$ cat config.mk
export PLATFORM = sky130hd
export DESIGN_NAME = ebw_ctrl
export DESIGN_NICKNAME = d
export VERILOG_FILES = /design/src/ebw_pkg.sv /design/src/ebw_if.sv /design/src/ebw_ctrl.sv /design/src/ebw_pin_sync.sv
export VERILOG_INCLUDE_DIRS = /design/src
export SDC_FILE = /design/constraint.sdc
export NUM_CORES = 1
export LEC_CHECK = 0
export ABC_AREA = 0
export BUFFER_PORTS_ARGS = -buffer_cell sky130_fd_sc_hd__buf_4
export CORE_MARGIN = 4
export CORE_UTILIZATION = 48
export DETAILED_ROUTE_END_ITERATION = 8
export GPL_TIMING_DRIVEN = 0
export PLACE_DENSITY = 0.8
export SLEW_MARGIN = 30
export SYNTH_ARGS = -nofsm -noshare
export SYNTH_HDL_FRONTEND = slang
export SYNTH_SLANG_ARGS = --single-unit
$ cat constraint.sdc
create_clock -name ref_clk -period 2.25 [get_ports ref_clk]
set_clock_uncertainty 0.2 [all_clocks]
set_input_delay 0.1125 -clock ref_clk [delete_from_list [all_inputs] [get_ports ref_clk]]
set_output_delay 0.1125 -clock ref_clk [all_outputs]
set_load 0.03 [all_outputs]
$ cat src/ebw_map.svh
// Constants of the wait-extension bus access unit
`ifndef EBW_MAP_SVH
`define EBW_MAP_SVH
// ----------------------------------------------------------------
// Access size codes
// ----------------------------------------------------------------
`define EBW_SIZE_BYTE 2'h0
`define EBW_SIZE_HALF 2'h1
`define EBW_SIZE_WORD 2'h2
// ----------------------------------------------------------------
// Field positions and widths
// ----------------------------------------------------------------
`define EBW_SYNC_WIDTH 17
`define EBW_SYNC_WAIT_BIT 16
`define EBW_HALF_WIDTH 16
// ----------------------------------------------------------------
// Reset values
// ----------------------------------------------------------------
`define EBW_SYNC_RST 17'h1_0000
`define EBW_RST_DATA32 32'h0000_0000
`define EBW_RST_DATA16 16'h0000
`define EBW_RST_WS 3'h0
`define EBW_RST_SIZE 2'h0
// ----------------------------------------------------------------
// Timing counts, in standard access cycles
// ----------------------------------------------------------------
`define EBW_FIRST_CYCLE 3'h0
`define EBW_CYCLE_STEP 3'h1
`endif

$ cat src/ebw_pkg.sv
// Types of the wait-extension bus access unit
package ebw_pkg;
    typedef enum logic [1:0] {
        EBW_ST_IDLE,
        EBW_ST_ACC,
        EBW_ST_GAP
    } ebw_state_e;
    typedef logic [1:0] ebw_size_t;
    typedef logic [2:0] ebw_ws_t;
endpackage

$ cat src/ebw_if.sv
// Carrier for synchronised pin values between the pin stage and the controller
`timescale 1ns/100ps
`default_nettype none
interface ebw_if;
    logic wait_active;
    logic [15:0] data;
    modport src (output wait_active, output data);
    modport dst (input wait_active, input data);
endinterface
`default_nettype wire

$ cat src/ebw_ctrl.sv
// External bus access controller with wait-input extension
//
// Contract
// - Wait seen on the first edge extends the access; release resumes cleanly.
// - Wait seen while standard wait states remain delays the access correctly.
// - Late wait in a word read captures first half at unextended end.
// - Late word read: both read pulses stretched, second half captured correctly.
// - Late write: chip select follows wait, write strobe rises at standard end.
// - Late wait leaves byte and half-word read capture correct.
`timescale 1ns/100ps
`default_nettype none
`include "ebw_map.svh"
module ebw_ctrl (
    input wire logic ref_clk,
    input wire logic rst,
    input wire logic req_valid,
    input wire logic req_write,
    input wire logic [1:0] req_size,
    input wire logic [2:0] req_ws,
    input wire logic [31:0] wr_data,
    input wire logic [15:0] data_in,
    input wire logic ext_wait_n,
    output logic req_ready,
    output logic chip_select_n,
    output logic read_strobe_n,
    output logic write_strobe_n,
    output logic [15:0] data_out,
    output logic data_oe,
    output logic rd_capture,
    output logic [31:0] rd_data,
    output logic done
);
    // ----------------------------------------------------------------
    // Pin synchronisers
    // ----------------------------------------------------------------
    ebw_if u_if ();

    ebw_pin_sync u_sync (
        .ref_clk(ref_clk),
        .rst(rst),
        .ext_wait_n(ext_wait_n),
        .data_in(data_in),
        .sif(u_if)
    );

    // ----------------------------------------------------------------
    // State and access registers
    // ----------------------------------------------------------------
    ebw_pkg::ebw_state_e state_q, state_d;
    ebw_pkg::ebw_ws_t ws_q, cyc_q, cyc_d;
    ebw_pkg::ebw_size_t size_q;
    logic write_q;
    logic half_q, half_d;
    logic early_q, early_d;
    logic late_q, late_d;
    logic [31:0] wdata_q;
    logic wait_act;
    logic is_word;
    logic last_std;
    logic late_now;
    logic half_end;
    logic cap_d;
    logic done_d;
    logic write_d;
    logic [31:0] wdata_d;

    assign wait_act = u_if.wait_active;
    assign is_word = (size_q == `EBW_SIZE_WORD);
    assign last_std = (cyc_q == ws_q);
    // Wait first seen on the last standard cycle, not the first edge
    assign late_now = (state_q == ebw_pkg::EBW_ST_ACC) && wait_act && last_std
                      && (cyc_q != `EBW_FIRST_CYCLE) && !early_q;
    assign half_end = (state_q == ebw_pkg::EBW_ST_ACC) && !wait_act && last_std;
    // New direction and data must steer the very first strobe cycle, not the old access
    assign write_d = ((state_q == ebw_pkg::EBW_ST_IDLE) && req_valid) ? req_write : write_q;
    assign wdata_d = ((state_q == ebw_pkg::EBW_ST_IDLE) && req_valid) ? wr_data : wdata_q;

    // ----------------------------------------------------------------
    // Next-state logic
    // ----------------------------------------------------------------
    // Standard cycles count up; a sampled wait freezes the count
    always_comb begin
        state_d = state_q;
        cyc_d = cyc_q;
        half_d = half_q;
        early_d = early_q;
        late_d = late_q;
        done_d = 1'b0;
        case (state_q)
            ebw_pkg::EBW_ST_IDLE: begin
                if (req_valid) begin
                    state_d = ebw_pkg::EBW_ST_ACC;
                    cyc_d = `EBW_FIRST_CYCLE;
                    half_d = 1'b0;
                    early_d = 1'b0;
                    late_d = 1'b0;
                end
            end
            ebw_pkg::EBW_ST_ACC: begin
                if (wait_act) begin
                    // Hold the cycle while wait is asserted
                    if ((cyc_q == `EBW_FIRST_CYCLE) || !last_std) begin
                        early_d = 1'b1;
                    end
                    if (late_now) begin
                        late_d = 1'b1;
                    end
                end else if (!last_std) begin
                    cyc_d = cyc_q + `EBW_CYCLE_STEP;
                end else if (is_word && !half_q) begin
                    state_d = ebw_pkg::EBW_ST_GAP;
                end else begin
                    state_d = ebw_pkg::EBW_ST_IDLE;
                    done_d = 1'b1;
                end
            end
            ebw_pkg::EBW_ST_GAP: begin
                // Second half restarts its own standard count and wait history
                state_d = ebw_pkg::EBW_ST_ACC;
                cyc_d = `EBW_FIRST_CYCLE;
                half_d = 1'b1;
                early_d = 1'b0;
                late_d = 1'b0;
            end
            default: begin
                state_d = ebw_pkg::EBW_ST_IDLE;
            end
        endcase
    end

    // Capture strobe: early first-half sample is the known late-wait flaw
    always_comb begin
        cap_d = 1'b0;
        if (!write_q) begin
            if (late_now && !late_q && is_word && !half_q) begin
                cap_d = 1'b1;
            end else if (half_end && !(late_q && is_word && !half_q)) begin
                cap_d = 1'b1;
            end
        end
    end

    // ----------------------------------------------------------------
    // Sequencer registers
    // ----------------------------------------------------------------
    always_ff @(posedge ref_clk) begin
        if (rst) begin
            state_q <= ebw_pkg::EBW_ST_IDLE;
            cyc_q <= `EBW_RST_WS;
            half_q <= 1'b0;
            early_q <= 1'b0;
            late_q <= 1'b0;
        end else begin
            state_q <= state_d;
            cyc_q <= cyc_d;
            half_q <= half_d;
            early_q <= early_d;
            late_q <= late_d;
        end
    end

    // Request latch; only taken while idle so a running access is never altered
    always_ff @(posedge ref_clk) begin
        if (rst) begin
            ws_q <= `EBW_RST_WS;
            size_q <= `EBW_RST_SIZE;
            write_q <= 1'b0;
            wdata_q <= `EBW_RST_DATA32;
        end else if ((state_q == ebw_pkg::EBW_ST_IDLE) && req_valid) begin
            ws_q <= req_ws;
            size_q <= req_size;
            write_q <= req_write;
            wdata_q <= wr_data;
        end
    end

    // ----------------------------------------------------------------
    // Pin outputs
    // ----------------------------------------------------------------
    // Outputs follow the next state so each is a plain flop of it
    always_ff @(posedge ref_clk) begin
        if (rst) begin
            req_ready <= 1'b0;
            chip_select_n <= 1'b1;
            read_strobe_n <= 1'b1;
            write_strobe_n <= 1'b1;
            data_oe <= 1'b0;
            data_out <= `EBW_RST_DATA16;
        end else begin
            req_ready <= (state_d == ebw_pkg::EBW_ST_IDLE);
            chip_select_n <= (state_d == ebw_pkg::EBW_ST_IDLE);
            read_strobe_n <= !((state_d == ebw_pkg::EBW_ST_ACC) && !write_d);
            // Late wait cuts the write pulse at the standard end
            write_strobe_n <= !((state_d == ebw_pkg::EBW_ST_ACC) && write_d && !late_d);
            data_oe <= (state_d != ebw_pkg::EBW_ST_IDLE) && write_d;
            data_out <= half_d ? wdata_d[31:16] : wdata_d[15:0];
        end
    end

    // Read data assembly, low half first
    always_ff @(posedge ref_clk) begin
        if (rst) begin
            rd_capture <= 1'b0;
            rd_data <= `EBW_RST_DATA32;
            done <= 1'b0;
        end else begin
            rd_capture <= cap_d;
            done <= done_d;
            if (cap_d && half_q) begin
                rd_data[31:16] <= u_if.data;
            end else if (cap_d) begin
                rd_data[15:0] <= u_if.data;
            end
        end
    end

    // ----------------------------------------------------------------
    // Assertions
    // ----------------------------------------------------------------
    property p_cs_tracks_state;
        @(posedge ref_clk) disable iff (rst)
        $rose(chip_select_n) |-> $past(!wait_act);
    endproperty
    a_cs_tracks_state: assert property (p_cs_tracks_state) else $error("chip select off state");

    property p_wait_holds;
        @(posedge ref_clk) disable iff (rst)
        ((state_q == ebw_pkg::EBW_ST_ACC) && wait_act)
            |=> ((state_q == ebw_pkg::EBW_ST_ACC) && (cyc_q == $past(cyc_q)));
    endproperty
    a_wait_holds: assert property (p_wait_holds) else $error("wait did not hold cycle");

    property p_early_no_capture;
        @(posedge ref_clk) disable iff (rst)
        ((state_q == ebw_pkg::EBW_ST_ACC) && wait_act && early_q)
            |=> !rd_capture;
    endproperty
    a_early_no_capture: assert property (p_early_no_capture) else $error("capture in hold");

    property p_late_word_capture;
        @(posedge ref_clk) disable iff (rst)
        (late_now && !late_q && is_word && !half_q && !write_q)
            |=> (rd_capture && (rd_data[15:0] == $past(u_if.data)));
    endproperty
    a_late_word_capture: assert property (p_late_word_capture) else $error("no early capture");

    property p_read_pulse_stretch;
        @(posedge ref_clk) disable iff (rst)
        ((state_q == ebw_pkg::EBW_ST_ACC) && wait_act && !write_q && !last_std)
            |=> !read_strobe_n [*2];
    endproperty
    a_read_pulse_stretch: assert property (p_read_pulse_stretch) else $error("read pulse short");

    property p_late_write_cut;
        @(posedge ref_clk) disable iff (rst)
        (late_now && write_q) |=> (write_strobe_n && !chip_select_n);
    endproperty
    a_late_write_cut: assert property (p_late_write_cut) else $error("write strobe not cut");

    property p_short_read_ok;
        @(posedge ref_clk) disable iff (rst)
        (late_now && !is_word && !write_q) |=> !rd_capture;
    endproperty
    a_short_read_ok: assert property (p_short_read_ok) else $error("short read sampled early");

    property p_gap_two_pulses;
        @(posedge ref_clk) disable iff (rst)
        (state_q == ebw_pkg::EBW_ST_GAP) |-> (read_strobe_n || write_q) ##1 !chip_select_n;
    endproperty
    a_gap_two_pulses: assert property (p_gap_two_pulses) else $error("halves not split");

    property p_no_done_in_wait;
        @(posedge ref_clk) disable iff (rst)
        ((state_q == ebw_pkg::EBW_ST_ACC) && wait_act) |=> !done;
    endproperty
    a_no_done_in_wait: assert property (p_no_done_in_wait) else $error("done during wait");
endmodule
`default_nettype wire

$ cat src/ebw_pin_sync.sv
// Two-stage synchronisers for the wait and data pins
`timescale 1ns/100ps
`default_nettype none
`include "ebw_map.svh"
module ebw_pin_sync (
    input wire logic ref_clk,
    input wire logic rst,
    input wire logic ext_wait_n,
    input wire logic [15:0] data_in,
    ebw_if.src sif
);
    // ----------------------------------------------------------------
    // Synchroniser stages
    // ----------------------------------------------------------------
    localparam logic [`EBW_SYNC_WIDTH-1:0] SYNC_RST = `EBW_SYNC_RST;
    logic [`EBW_SYNC_WIDTH-1:0] pin_bus;
    logic [`EBW_SYNC_WIDTH-1:0] sync_bus;

    assign pin_bus = {ext_wait_n, data_in};

    // One pair of flops per pin; only the second stage is read
    genvar gi;
    generate
        for (gi = 0; gi < `EBW_SYNC_WIDTH; gi = gi + 1) begin : g_bit
            logic meta_q;
            logic sync_q;
            always_ff @(posedge ref_clk) begin
                if (rst) begin
                    meta_q <= SYNC_RST[gi];
                    sync_q <= SYNC_RST[gi];
                end else begin
                    meta_q <= pin_bus[gi];
                    sync_q <= meta_q;
                end
            end
            // Each bit has its own flops, so the vector has one driver per bit
            assign sync_bus[gi] = sync_q;
        end
    endgenerate

    // Wait pin is active low; carrier holds the active-high sense
    assign sif.wait_active = ~sync_bus[`EBW_SYNC_WAIT_BIT];
    assign sif.data = sync_bus[`EBW_HALF_WIDTH-1:0];
endmodule
`default_nettype wire

==> impl_metrics.py <==
metrics = {
    "clock_tree": {
        "path_clk_slew_ns": 0.06,
        "cts.sinks": 135,
        "clk-insertion-delay-late_ns": 0.51,
        "clk_path_buf_depth": 2,
        "cts_root_buffer": "clkbuf_8",
        "cts_tree": "built",
        "h-tree-depth": 4,
        "cts_buffers": 17,
    },
    "placed_design": {
        "io_buffers": 112,
        "dp_slack_ns": 0.0279,
        "place.gp.congestion": 0.805,
        "dp.cells": 696,
        "hpwlAfterDp_um": 7610,
    },
    "setup_path": {
        "required_ns": 2.44,
        "cp_max_fo": 10,
        "startpoint_type": "flip-flop",
        "critPathKind": "flip-flop to flip-flop",
        "worstPathArrival_ns": 2.32,
        "crit_start": "state_q[0]",
        "endpoint_kind": "flip-flop",
        "r2r_start": "state_q[0]",
    },
    "synthesis": {
        "yosys-top-cells-area": "dfxtp_1 (57%), mux2i_1 (10%), nand2b_1 (7.0%), nor2b_1 (4.4%), nand2_1 (3.6%)",
        "yosysSeqAreaShare_pct": 57.0,
        "ys.flop_type": "dfxtp_1",
        "syn_area_per_cell_sq_um": 10.5,
        "synth_cells": 451,
        "ys_warn_count": 0,
        "ys_ff_latch": 135,
        "syn_area_sq_um": 4740,
        "synth_top_area_share_pct": 57.0,
        "syn-num-nets": 511,
        "synthTopCellsByCount": "dfxtp_1 (135), nand2b_1 (53), mux2i_1 (49)",
        "synthMostInstantiatedCell": "dfxtp_1",
        "synth_edf_count": 0,
        "yosys.area.top_type": "dfxtp_1",
        "synth_cell_type_count": 43,
        "synthArstFlopShare_pct": 0,
    },
    "outcome": {
        "outcome": "finished, final reports clean",
    },
    "routing": {
        "wl_met3_um": 445,
        "wirelength_met1_um": 5020,
        "routed.top_layer": "met4",
        "via_per_inst": 4.92,
        "drtIter0Drc": 148,
        "drc": 0,
        "dr_wl_met2_um": 6200,
        "antenna_left": 0,
        "wl_um": 12100,
        "num_vias": 3874,
        "first_pass_iters": 4,
        "drt-wirelength-per-cell_um": 15.4,
    },
    "sta": {
        "setup_viol": 0,
        "setup_tns_ns": 0,
        "fin_ws_ns": 0.115,
        "tightest_slew_ns": 0.598,
        "drv_slew": 0,
        "period_needed_ns": 2.14,
        "max_freq_mhz": 468,
        "period_share_pct": 94.9,
        "rsz0062_at_grt": "false",
        "hold_viol": 0,
        "slew_headroom_pct": 60.2,
    },
    "floorplanning": {
        "initial_utilization_pct": 49.0,
        "die_area_sq_um": 11500,
        "rows": 36,
        "core_region_area_sq_um": 9680,
        "die_w_um": 107,
        "die_h_um": 107,
        "ioPinCount": 113,
    },
    "finish": {
        "final_cells": 788,
        "drive_gt1_share_pct": 25.1,
        "area_delta_synth_final_pct": 46.4,
        "final_nets": 701,
    },
    "global_route": {
        "antenna_found_initial": 1,
        "grt_pass1_wl_um": 19800,
        "grt_start_max_net_pins": 17,
        "grt_pass1_vias": 4116,
        "overflow": 0,
        "globalRouteTotalUtil_pct": 21.9,
    },
    "power": {
        "leakage_nw": 2.98,
        "powerDensity_nw_per_um2": 863,
        "vdd_drop_max_uv": 518,
    },
    "min_path": {
        "min-delay-start": "ext_wait_n",
        "hold_class": "input port to flip-flop",
    },
    "run": {
        "maxCapViolCount": 0,
    },
}
[report_power, final]
| part | total (mW) | leakage, nW | switching (mW) | internal [mW] |
|---|---|---|---|---|
| combinational | 0.680 | 1.59 | 0.353 | 0.327 |
| clock | 2.75 | 0.285 | 1.02 | 1.74 |
| sequential | 2.56 | 1.11 | 0.0467 | 2.51 |
| total | 5.99 | 2.98 | 1.42 | 4.57 |
[cell usage in the layout (no fill, tap or decap), types with 16 or more instances in the layout]
| cell | synthesis | layout |
|---|---|---|
| a21oi_1 | 23 | 23 |
| a2bb2oi_1 | 17 | 17 |
| buf_4 | 1 | 115 |
| clkbuf_1 | 20 | 17 |
| clkbuf_16 | 0 | 16 |
| dfxtp_1 | 135 | 133 |
| dlygate4sd3_1 | 0 | 57 |
| mux2i_1 | 49 | 49 |
| nand2_1 | 46 | 46 |
| nand2b_1 | 53 | 53 |
| nor2_1 | 23 | 23 |
| nor2b_1 | 33 | 33 |
[final cells by class]
class | instances | area (sq um)
Antenna cell | 1 | 2.50
Clock inverter | 13 | 154
Multi-Input combinational cell | 287 | 1920
Clock buffer | 19 | 442
Timing Repair Buffer | 171 | 1430
Buffer | 26 | 113
Tap cell | 133 | 166
Inverter | 3 | 11.3
Fill cell | 618 | 2740
Sequential cell | 135 | 2710
[path summary, 6_finish.rpt]
| check | depth (start not counted) | endpoint | slack (ns) |
|---|---|---|---|
| setup / recovery | 5 | data_out[0] | 0.11 |
| hold / removal | 3 | u_sync.g_bit[16].meta_q | 0.13 |
| setup reg to reg | 5 | data_out[0] | 0.11 |
| hold reg to reg | 1 | u_sync.g_bit[16].sync_q | 0.21 |
[state kept, by name, indices dropped and copies added, names as in the netlist, 2 cells and up]
register / cells
u_sync.g_bit.meta_q: 17
size_q: 2
state_q: 2
rd_data: 32
u_sync.g_bit.sync_q: 17
cyc_q: 3
ws_q: 3
data_out: 16
wdata_q: 32
[per-layer routing]
metal  up-vias  global-route usage, %
met3        37                   4.98
met5         -                      0
met4         0                   11.7
met1      1835                   25.1
li1       1888                      -
met2       114                   37.9
[stage by stage]
stage | util [%] | power, mW | cell area, sq um | hold WS [ns]
2_1_floorplan | - | 2.96 | 4740 | 0.0163
3_3_place_gp | 59.4 | 3.17 | 5750 | 0.0995
3_5_place_dp | 59.4 | 3.18 | 5750 | 0.107
4_1_cts | 71.4 | 5.97 | 6920 | 0.123
5_1_grt | 71.7 | 6.17 | 6940 | 0.146
6_report | 71.7 | 5.99 | 6940 | 0.132
[worst max-delay path, cell delays in order (launching register included)]
cell,delay [ns]
dfxtp_1,0.39
nor3b_1,0.28
clkbuf_2,0.33
buf_2,0.37
mux2i_1,0.32
a2bb2oi_1,0.11
[cell families after synthesis]
family          Yosys count  share of synthesized area (%)
simple gates            177                           20.7
compound gates           55                           8.21
xor+xnor                  4                          0.739
mux                      49                           10.3
fa+ha+maj                 2                          0.528
buf+inv                  29                           2.48
flops                   135                           57.0
[timing repair]
item | CTS | global route
gates resized for setup | 1 | 7
setup buffers | 0 | 2
hold endpoints to repair | 79 | 0
setup endpoints to repair | 3 | 24
pin swaps | 0 | 1
hold buffers | 57 | 0
Note: power is estimated with default switching activity, not from simulation.
